### config.mk
export PLATFORM = sky130hd
export DESIGN_NAME = dsg_gate
export DESIGN_NICKNAME = d
export VERILOG_FILES = /design/src/inc/dsg_pkg.sv /design/src/inc/dsg_sec_if.sv /design/src/core/dsg_sec_loader.sv /design/src/core/dsg_gate.sv
export VERILOG_INCLUDE_DIRS = /design/src /design/src/inc
export SDC_FILE = /design/constraint.sdc
export NUM_CORES = 1
export LEC_CHECK = 0
export BUFFER_PORTS_ARGS = -buffer_cell sky130_fd_sc_hd__buf_2
export CELL_PAD_IN_SITES_DETAIL_PLACEMENT = 0
export CELL_PAD_IN_SITES_GLOBAL_PLACEMENT = 1
export CORE_MARGIN = 5
export CORE_UTILIZATION = 24
export DETAILED_ROUTE_END_ITERATION = 6
export GPL_ROUTABILITY_DRIVEN = 0
export PLACE_DENSITY = 0.87
export SYNTH_ARGS = -nofsm -noshare
export SYNTH_HDL_FRONTEND = slang
export SYNTH_HIERARCHICAL = 1
export SYNTH_SLANG_ARGS = --single-unit
### constraint.sdc
create_clock -name sys_clk -period 2.25 [get_ports sys_clk]
set_input_delay 0.225 -clock sys_clk [delete_from_list [all_inputs] [get_ports sys_clk]]
set_output_delay 0.225 -clock sys_clk [all_outputs]
set_load 0.005 [all_outputs]
### src/inc/dsg_consts.svh
/*
 * constants of the debug security gate: field positions, encodings, counts.
 * assumes inclusion by bare name from the package and the design files.
 */
`ifndef DSG_CONSTS_SVH
`define DSG_CONSTS_SVH
// ----------------------------------------------------------------
// security copy field
// ----------------------------------------------------------------
`define DSG_SEC_LSB        0
`define DSG_SEC_MSB        1
`define DSG_SEC_OPEN       2'h2
`define DSG_SEC_RESET      2'h3
// ----------------------------------------------------------------
// mass erase enable field
// ----------------------------------------------------------------
`define DSG_MASS_ERASE_ENABLE_FIELD_LSB       2
`define DSG_MASS_ERASE_ENABLE_FIELD_MSB       3
`define DSG_MASS_ERASE_ENABLE_FIELD_OFF       2'h2
// ----------------------------------------------------------------
// debug control word
// ----------------------------------------------------------------
`define DSG_CTL_ERASE_BIT  0
`define DSG_CMD_ERASE_ALL  4'h8
`define DSG_NUM_BKPT       2
`define DSG_NUM_WPT        2
`endif

### src/inc/dsg_pkg.sv
/*
 * types of the debug security gate.
 * assumes dsg_consts.svh is on the include path.
 */
`include "dsg_consts.svh"
package dsg_pkg;
    // loader states, one-hot
    typedef enum logic [2:0] {
        DSG_LD_IDLE = 3'h1,
        DSG_LD_READ = 3'h2,
        DSG_LD_DONE = 3'h4
    } dsg_ld_t;
endpackage

### src/inc/dsg_sec_if.sv
/*
 * security state carried from the loader to the gate.
 * assumes both ends share sys_clk.
 */
`timescale 1ns/1ps
`default_nettype none
interface dsg_sec_if;
    logic       loaded;     // security state valid
    logic [1:0] secField;   // security copy
    logic [1:0] meenField;  // mass erase enable copy
    modport loader (output loaded, output secField, output meenField);
    modport gate   (input loaded, input secField, input meenField);
endinterface
`default_nettype wire

### src/core/dsg_sec_loader.sv
/*
 * loads the security byte from the configuration area after reset.
 * assumes the configuration read answers with cfgValid one cycle later.
 */
`timescale 1ns/1ps
`default_nettype none
`include "dsg_consts.svh"
module dsg_sec_loader
    import dsg_pkg::*;
(
    input  wire logic       sys_clk,
    input  wire logic       rst_n,
    output logic            cfgRead,
    input  wire logic       cfgValid,
    input  wire logic [7:0] cfgByte,
    dsg_sec_if.loader       sec
);
    dsg_ld_t state_r;  // loader state
    // ----------------------------------------------------------------
    // load sequence
    // ----------------------------------------------------------------
    always_ff @(posedge sys_clk or negedge rst_n) begin
        if (!rst_n) begin
            state_r       <= DSG_LD_IDLE;
            cfgRead       <= 1'b0;
            sec.loaded    <= 1'b0;
            // secured until loaded, the safe side
            sec.secField  <= `DSG_SEC_RESET;
            sec.meenField <= `DSG_MASS_ERASE_ENABLE_FIELD_OFF;
        end else begin
            case (state_r)
                DSG_LD_IDLE: begin
                    cfgRead <= 1'b1;
                    state_r <= DSG_LD_READ;
                end
                DSG_LD_READ: begin
                    cfgRead <= 1'b0;
                    if (cfgValid) begin   // RULE_01
                        sec.secField  <= cfgByte[`DSG_SEC_MSB:`DSG_SEC_LSB];
                        sec.meenField <= cfgByte[`DSG_MASS_ERASE_ENABLE_FIELD_MSB:`DSG_MASS_ERASE_ENABLE_FIELD_LSB];
                        sec.loaded    <= 1'b1;
                        state_r       <= DSG_LD_DONE;
                    end
                end
                DSG_LD_DONE: state_r <= DSG_LD_DONE;
                default:     state_r <= DSG_LD_IDLE;
            endcase
        end
    end
endmodule
`default_nettype wire

### src/core/dsg_gate.sv
/*
 * debug security gate: decides what the serial wire debug port may do.
 * assumes the debug access port delivers decoded requests, one-cycle pulses.
 */
//
// Functional notes
// RULE_01 - security state loaded from config at reset
// RULE_02 - only debug accesses are restricted
// RULE_03 - unsecured: all flash commands accepted
// RULE_04 - secured 00/01/11: only mass erase passes
// RULE_05 - secured: debug memory access denied
// RULE_06 - debugger may write mass erase bit
// RULE_07 - mass erase ignores region protection
// RULE_08 - mass erase disabled blocks debugger erase
// RULE_09 - run/halt, two breakpoints, two watchpoints
// RULE_10 - serial wire debug is sole port
// RULE_11 - erase bit 0, cleared on done
// RULE_12 - control reachable only via debug port
// RULE_13 - encoding 10 means unsecured
`timescale 1ns/1ps
`default_nettype none
`include "dsg_consts.svh"
module dsg_gate
    import dsg_pkg::*;
(
    input  wire logic        sys_clk,
    input  wire logic        rst_n,
    output logic             cfgRead,
    input  wire logic        cfgValid,
    input  wire logic [7:0]  cfgByte,
    input  wire logic        dbgMemReq,
    input  wire logic        dbgCtlWrite,
    input  wire logic [31:0] dbgCtlData,
    input  wire logic        dbgCmdReq,
    input  wire logic [3:0]  dbgCmd,
    input  wire logic        cpuCmdReq,
    input  wire logic [3:0]  cpuCmd,
    input  wire logic        eraseDone,
    input  wire logic        dbgHaltReq,
    input  wire logic [31:0] pcAddr,
    input  wire logic [31:0] dataAddr,
    input  wire logic [31:0] bkptAddr0,
    input  wire logic [31:0] bkptAddr1,
    input  wire logic [31:0] wptAddr0,
    input  wire logic [31:0] wptAddr1,
    output logic             memGrant,
    output logic             memDeny,
    output logic             flashCmdGo,
    output logic [3:0]       flashCmd,
    output logic             flashCmdReject,
    output logic             eraseIgnoreProt,
    output logic             eraseBit,
    output logic             secured,
    output logic             coreHalt,
    output logic [1:0]       bkptHit,
    output logic [1:0]       wptHit
);
    // ----------------------------------------------------------------
    // security state
    // ----------------------------------------------------------------
    dsg_sec_if secBus ();  // loader to gate
    logic      isSecured;  // current decode
    logic      eraseOk;    // mass erase permitted
    logic      eraseWr;    // debugger asks for erase
    logic [31:0] cmpAddr [0:3];  // comparator targets
    logic [31:0] cmpVal  [0:3];  // comparator inputs
    logic [3:0]  hit;            // comparator matches

    dsg_sec_loader u_loader (
        .sys_clk  (sys_clk),
        .rst_n    (rst_n),
        .cfgRead  (cfgRead),
        .cfgValid (cfgValid),
        .cfgByte  (cfgByte),
        .sec      (secBus.loader)
    );

    // before load the gate reads secured, so nothing leaks early
    always_comb begin
        // only 10 opens the part
        isSecured = !secBus.loaded
                    || (secBus.secField != `DSG_SEC_OPEN); // RULE_13
        eraseOk   = secBus.loaded && (secBus.meenField != `DSG_MASS_ERASE_ENABLE_FIELD_OFF);
        // control is only written from the debug port side
        eraseWr   = dbgCtlWrite && dbgCtlData[`DSG_CTL_ERASE_BIT]; // RULE_12
    end

    always_ff @(posedge sys_clk or negedge rst_n) begin
        if (!rst_n) begin
            secured <= 1'b1;
        end else begin
            secured <= isSecured;
        end
    end

    // ----------------------------------------------------------------
    // debug memory gate
    // ----------------------------------------------------------------
    always_ff @(posedge sys_clk or negedge rst_n) begin
        if (!rst_n) begin
            memGrant <= 1'b0;
            memDeny  <= 1'b0;
        end else begin
            memGrant <= dbgMemReq && !isSecured; // RULE_05
            memDeny  <= dbgMemReq && isSecured;  // RULE_05
        end
    end

    // ----------------------------------------------------------------
    // mass erase request bit
    // ----------------------------------------------------------------
    // a blocked request stays set until reset; done clears only if allowed
    always_ff @(posedge sys_clk or negedge rst_n) begin
        if (!rst_n) begin
            eraseBit <= 1'b0;
        end else if (eraseWr) begin
            eraseBit <= 1'b1;             // RULE_06
        end else if (eraseDone && eraseOk) begin
            eraseBit <= 1'b0;             // RULE_11
        end
    end

    // ----------------------------------------------------------------
    // flash command arbitration
    // ----------------------------------------------------------------
    // priority: debugger erase, then cpu, then debug command
    always_ff @(posedge sys_clk or negedge rst_n) begin
        if (!rst_n) begin
            flashCmdGo      <= 1'b0;
            flashCmd        <= 4'h0;
            flashCmdReject  <= 1'b0;
            eraseIgnoreProt <= 1'b0;
        end else begin
            flashCmdGo      <= 1'b0;
            flashCmdReject  <= 1'b0;
            eraseIgnoreProt <= 1'b0;
            if (eraseWr && !eraseBit) begin
                if (eraseOk) begin        // RULE_08
                    flashCmdGo      <= 1'b1;           // RULE_06
                    flashCmd        <= `DSG_CMD_ERASE_ALL;
                    eraseIgnoreProt <= 1'b1;           // RULE_07
                end else begin
                    flashCmdReject  <= 1'b1;           // RULE_08
                end
            end else if (cpuCmdReq) begin
                flashCmdGo <= 1'b1;       // RULE_02
                flashCmd   <= cpuCmd;
            end else if (dbgCmdReq) begin
                if (!isSecured) begin
                    flashCmdGo <= 1'b1;   // RULE_03
                    flashCmd   <= dbgCmd;
                end else begin
                    flashCmdReject <= 1'b1; // RULE_04
                end
            end
        end
    end

    // ----------------------------------------------------------------
    // run control and comparators
    // ----------------------------------------------------------------
    // halt and comparators belong to the debug session, closed when secured
    always_comb begin
        cmpAddr[0] = bkptAddr0;
        cmpAddr[1] = bkptAddr1;
        cmpAddr[2] = wptAddr0;
        cmpAddr[3] = wptAddr1;
        cmpVal[0]  = pcAddr;
        cmpVal[1]  = pcAddr;
        cmpVal[2]  = dataAddr;
        cmpVal[3]  = dataAddr;
    end

    genvar gi;
    generate
        for (gi = 0; gi < `DSG_NUM_BKPT + `DSG_NUM_WPT; gi++) begin : g_cmp
            assign hit[gi] = !isSecured
                             && (cmpVal[gi] == cmpAddr[gi]); // RULE_09
        end
    endgenerate

    // serial wire debug is the only source of these requests
    always_ff @(posedge sys_clk or negedge rst_n) begin
        if (!rst_n) begin
            coreHalt <= 1'b0;
            bkptHit  <= 2'h0;
            wptHit   <= 2'h0;
        end else begin
            coreHalt <= !isSecured && (dbgHaltReq || (|hit)); // RULE_10
            bkptHit  <= hit[1:0];  // RULE_09
            wptHit   <= hit[3:2];  // RULE_09
        end
    end
endmodule
`default_nettype wire

==> Word level (Yosys, flattened, before mapping) <==
Cells that the tools add are included.
{ "word_totals": {"input_bits": 249, "regBits": 25, "output_inout_bits": 17, "elab_cells": 71} }
{ "op_classes": {"muxes": 21, "n_eq_ne": 12, "n_reduce_logical": 22} }
{ "op_table": {"columns": ["operator", "n"], "rows": [
  ["$eq A32 B32 Y1", 4],
  ["$mux W4", 5],
  ["$mux W1", 13],
  ["$logic_and A1 B1 Y1", 11],
  ["$pmux W3 S3", 1],
  ["$ne A2 B2 Y1 const B", 4],
  ["$reduce_bool A2 Y1", 2],
  ["$reduce_or A4 Y1", 1],
  ["$eq A3 B1 Y1 const B", 1],
  ["$eq A3 B2 Y1 const B", 1],
  ["$eq A3 B3 Y1 const B", 1],
  ["$logic_not A1 Y1", 3],
  ["$mux W3", 1],
  ["$ne A3 B2 Y1 const B", 1],
  ["$reduce_and A3 Y1", 1],
  ["$reduce_bool A3 Y1", 1],
  ["$logic_or A1 B1 Y1", 2],
  ["$pmux W1 S2", 1],
  ["$reduce_and A2 Y1", 1]
]} }

==> Longest topological paths before layout <==
{ "depth": {"word_depth": 7, "depth_mapped": 6, "ltp_nobuf": 6} }

==> Cells and area by module <==
Netlist, hierarchy kept.
{ "modules_own_cells": {"columns": ["mod", "cells_each", "area_per_inst_um2", "n_inst", "seq_area_each_um2"], "rows": [
  ["dsg_gate", 226, 2037.0, 1, 401.6],
  ["dsg_sec_loader", 30, 381.6, 1, 230.2]
]} }

==> Worst setup path after synthesis <==
No wires, ideal clock.
{ "synth_path": {"path_kind": "reg-to-reg", "startpoint": "register u_loader.sec.secField[1]", "endpoint": "register coreHalt", "synth_period_minus_slack_ns": 1.533, "setup_ns": 0.078, "arrival_ns": 1.455, "path_buffers": 0, "required_time_ns": 2.172, "stages_incl_launch_ff": 7, "path_slack_ns": 0.717, "path_cell_list": "dfstp_2 nand3b_4 nor3_1 nand4_1 nor4_2 nor4_1 a21oi_1"} }
{ "synth_between": {"elab_chain_cells": 7, "elab_cells_between_ends": 10, "classes_between": "eq/ne (1); reduce/logical (9)"} }
{ "synth_lines": {"columns": ["element", "line", "source"], "rows": [
  ["start: declaration", "dsg_sec_if.sv:11", "modport loader (output loaded, output secField, output meenField);"],
  ["start signal: assignment", "dsg_sec_loader.sv:28", "sec.secField <= `DSG_SEC_RESET;"],
  ["start signal: assignment", "dsg_sec_loader.sv:39", "sec.secField <= cfgByte[`DSG_SEC_MSB:`DSG_SEC_LSB];"],
  ["$ne A2 B2 Y1 (no line)", null, null],
  ["$logic_or A1 B1 Y1", "dsg_gate.sv:81", "isSecured = !secBus.loaded"],
  ["net isSecured", "dsg_gate.sv:62", "logic isSecured;"],
  ["$logic_not A1 Y1", "dsg_gate.sv:177", "assign hit[gi] = !isSecured"],
  ["$logic_and A1 B1 Y1", "dsg_gate.sv:178", "&& (cmpVal[gi] == cmpAddr[gi]);"],
  ["net hit[0]", "dsg_gate.sv:67", "logic [3:0] hit;"],
  ["$reduce_or A4 Y1", "dsg_gate.sv:189", "coreHalt <= !isSecured && (dbgHaltReq || (|hit));"],
  ["$logic_or A1 B1 Y1", "dsg_gate.sv:189", null],
  ["$logic_and A1 B1 Y1", "dsg_gate.sv:189", null],
  ["end signal: assignment", "dsg_gate.sv:189", null],
  ["end: declaration", "dsg_gate.sv:54", "output logic coreHalt,"]
]} }
The timed path passes the listed nets, and every way through them passes these cells.
A chain may end at the register's enable or synchronous reset.

==> Worst setup path after layout <==
Ends and elaborated chain as after synthesis.

==> summary.md <==
| Metric | Value |
|---|---|
| Worst-Skew Late Latency | `between 0.2 and 0.3 ns` |
| Kind of critical path | `reg2reg` |
| Synth Register Bits | `25` |
| Post-Syn Area | `about 0.0024 mm²` |
| CP bufs+invs | `0` |
| Detailed Route Iter0 Violations | `75` |
| Post-DP HPWL | `8.72 mm` |
| Skew final | `roughly 0.0086 ns` |
| Cells along the critical path | `nand3b_4 -> nor3_1 -> nand4_1 -> nor4_2 -> nor4_1 -> a21oi_1` |
| CTS Sinks | `25` |
| IO Port Bufs | `230` |
| Setup bufs post-CTS | `0` |
| Slew Viols, Final | `0` |
| R2R Path Start | `u_loader/sec.secField[1]` |
| Most common library cell in the layout ignoring fill and taps | `buf_2` |
| Pin slew with the least headroom to its limit | `0.524 ns` |
| Pre-CTS setup slack | `between 0.3 and 0.4 ns` |
| Via Count | `2658` |
| Outcome | `finished, final reports clean` |
| Hold EP | `memGrant` |
| First-pass GRT wire length | `between 10 and 15 mm` |
| Vias in the first global route | `roughly 2900` |
| Final WL | `between 9 and 10 mm` |
| Area contributors post-synth | `xor2_1, dfrtp_1, nor4_1` |
| Die ar. | `about 0.012 mm²` |
| Worst reg2reg setup slack | `0.37 ns` |
| Final period util | `between 80% and 90%` |
| Critical Path Max Stage Delay | `approximately 0.56 ns` |
| CTS tree | `done` |
| Upper clock frequency limit | `roughly 0.53 GHz` |
| TritonCTS buffer count | `3` |
| Register area share after synthesis | `26.1%` |
| Drt first pass iters | `4` |
| Leak | `2.01 nW` |
| CP required | `~2.4 ns` |
| Die height | `110 µm` |
| CTS H-tree lvls | `1` |
| DR vias/cell | `between 4 and 5` |
| Yosys cell types | `33` |
| Tightest Hold Check Type | `in2reg` |
| Largest area contributor in the netlist | `xor2_1` |
| Final Hold Viols | `0` |
| CP Max Fanout | `10` |
| Clk buf depth | `2` |
| EDFF count, synth | `0` |
| Worst reg2reg path depth | `6` |
| Post-cts resize count | `0` |
| Core Region | `a little under 0.01 mm²` |
| Worst path arrival time | `~2.1 ns` |
| Antenna violations before repair | `1` |
| CTS root buffer | `clkbuf_8` |
| Cell Rows | `36` |
| Fillers | `1071` |
| Post-Synthesis Cells | `around 260` |
| Syn_nets | `about 500` |
| Fin Setup TNS | `0 ns` |
| Slowest cell on the critical path | `dfstp_2` |
| Crit path max-delay family | `simple AND/OR/NAND/NOR gates` |
| Commonest non-fill, non-tap cells in the layout | `buf_2, xor2_1, nor4_1` |
| Top_reg_cell synth | `dfrtp_1` |
| Synthesized area per cell | `roughly 9.4 µm²` |
| Max-Cap Viols | `0` |
| Gr usage total | `approximately 14%` |
| Synth warn | `6` |
| Hold Crit Depth | `3` |
| RSZ-0062 raised after global routing | `false` |
| Inserted Diodes | `0` |
| Peak supply drop | `about 0.18 mV` |
| Largest net degree at the start of global routing | `26` |
| Layout cells sized above 1 | `~50%` |
| Starting Density | `about a quarter` |
| Final setup vio count | `0` |
| Antenna Nets Post-Route | `0` |
| Power Density | `about 320 mW/mm²` |
| Clk slew on worst S/H paths | `about 0.09 ns` |
| Fin util | `approximately two fifths` |
| DRC | `0` |
| Ports | `around 270` |
| Synth top area share | `between 40 and 50%` |
| Syn-to-layout area delta | `56.4%` |
| Setup crit start | `u_loader/sec.secField[1]` |
| Reg2reg end | `coreHalt` |
| Worst Slack Setup Final | `approximately 0.37 ns` |
| Power, Total | `approximately 0.0012 W` |
| GR Overflow Total | `0` |
| Critical path endpoint category | `register` |
| Die width | `about 110 µm` |
| Min-delay src | `dbgMemReq` |
| Mean routed wirelength per cell | `approximately 15 µm` |
| Min cycle time layout | `1.88 ns` |
| Async S/R FF share, synth | `100%` |
| Worst rel slew slack | `between 60 and 70%` |
| Worst setup SP type | `register` |
| Final nets | `between 700 and 800` |
-- flip-flops by register name (all words and copies together), names as in the netlist --
register and flops:
memDeny 1, flashCmd 4, u_loader/sec.meenField 2, u_loader/sec.loaded 1, flashCmdReject 1, memGrant 1, eraseIgnoreProt 1, coreHalt 1
u_loader/sec.secField 2, secured 1, flashCmdGo 1, eraseBit 1, bkptHit 2, wptHit 2, u_loader/state_r 3, u_loader/cfgRead 1
-- metrics by stage --
| stage | instance area, µm² | hold slack (ns) | cells |
|---|---|---|---|
| after floorplan | 2420 | -0.0706 | 256 |
| after global placement | 3730 | 0.233 | 617 |
| after CTS | 3780 | 0.173 | 622 |
| after global routing | 3780 | 0.181 | 622 |
| after detailed placement | 3730 | 0.238 | 617 |
| final | 3780 | 0.183 | 622 |
-- cell type report --
| cell class | instances | area, µm² | area share, % |
|---|---|---|---|
| clock buffers | 3 | 41.3 | 1.09 |
| repair buffers | 231 | 1160 | 30.7 |
| flip-flops and latches | 25 | 632 | 16.7 |
| multi-input cells | 221 | 1750 | 46.2 |
| well taps | 133 | 166 | 4.40 |
| clock inverters | 1 | 5.00 | 0.132 |
| inverters | 8 | 30.0 | 0.794 |
-- timing repair --
action / 4_1_cts / 5_1_grt
setup endpoints to repair: 0 / 0
hold buffers: 1 / 0
hold endpoints to repair: 20 / 0
-- kinds of logic (layout without fill, tap and decap cells) --
family / count (synthesis) / count (layout) / synth area share [%]
flip-flops: 25 / 25 / 26.1
AO/OA/AOI/OAI: 16 / 16 / 3.88
buffers and inverters: 10 / 243 / 1.60
AND/OR/NAND/NOR: 68 / 68 / 18.1
XOR/XNOR: 129 / 129 / 46.7
multiplexers: 8 / 8 / 3.57
-- worst max-delay path by stage --
stage / end / slack [ns] / depth (start not counted)
floorplan: coreHalt / 0.72 / 6
global placement: coreHalt / 0.34 / 7
detailed placement: coreHalt / 0.32 / 7
CTS: coreHalt / 0.30 / 6
global route: coreHalt / 0.17 / 6
finish: coreHalt / 0.37 / 6
-- per-layer routing --
metal / GRT usage (%) / vias to the layer above / part of all wire [%]
met5: 0 / - / 0.14
met4: 1.58 / 2 / 0.39
met3: 2.45 / 7 / 7.7
met2: 26.7 / 122 / 54
met1: 17.1 / 1182 / 38
li1: - / 1345 / -
-- synthesized netlist by cell type, types with 3 or more instances --
master	instances
mux2_2	5
nor4_1	25
nand2_1	3
dfstp_2	5
a21oi_1	3
xnor2_1	12
xor2_1	117
inv_1	8
nand4_1	8
o21ai_0	7
mux2i_1	3
dfrtp_1	20
nor4_2	4
nor3_1	4
nand3_1	7
nor2_1	8
-- worst register-to-register path, stage by stage (launching register included) --
cell      delay [ns]
dfstp_2         0.56
nand3b_4        0.18
nor3_1          0.23
nand4_1         0.16
nor4_2          0.42
nor4_1          0.10
a21oi_1         0.16
-- power breakdown --
part	internal [W]	total (W)	switching, W
Sequential	0.000460	0.000465	0.00000437
Clock	0.000124	0.000256	0.000133
Combinational	0.000258	0.000487	0.000229
Total	0.000842	0.00121	0.000366
(Power assumes the default switching activity.)
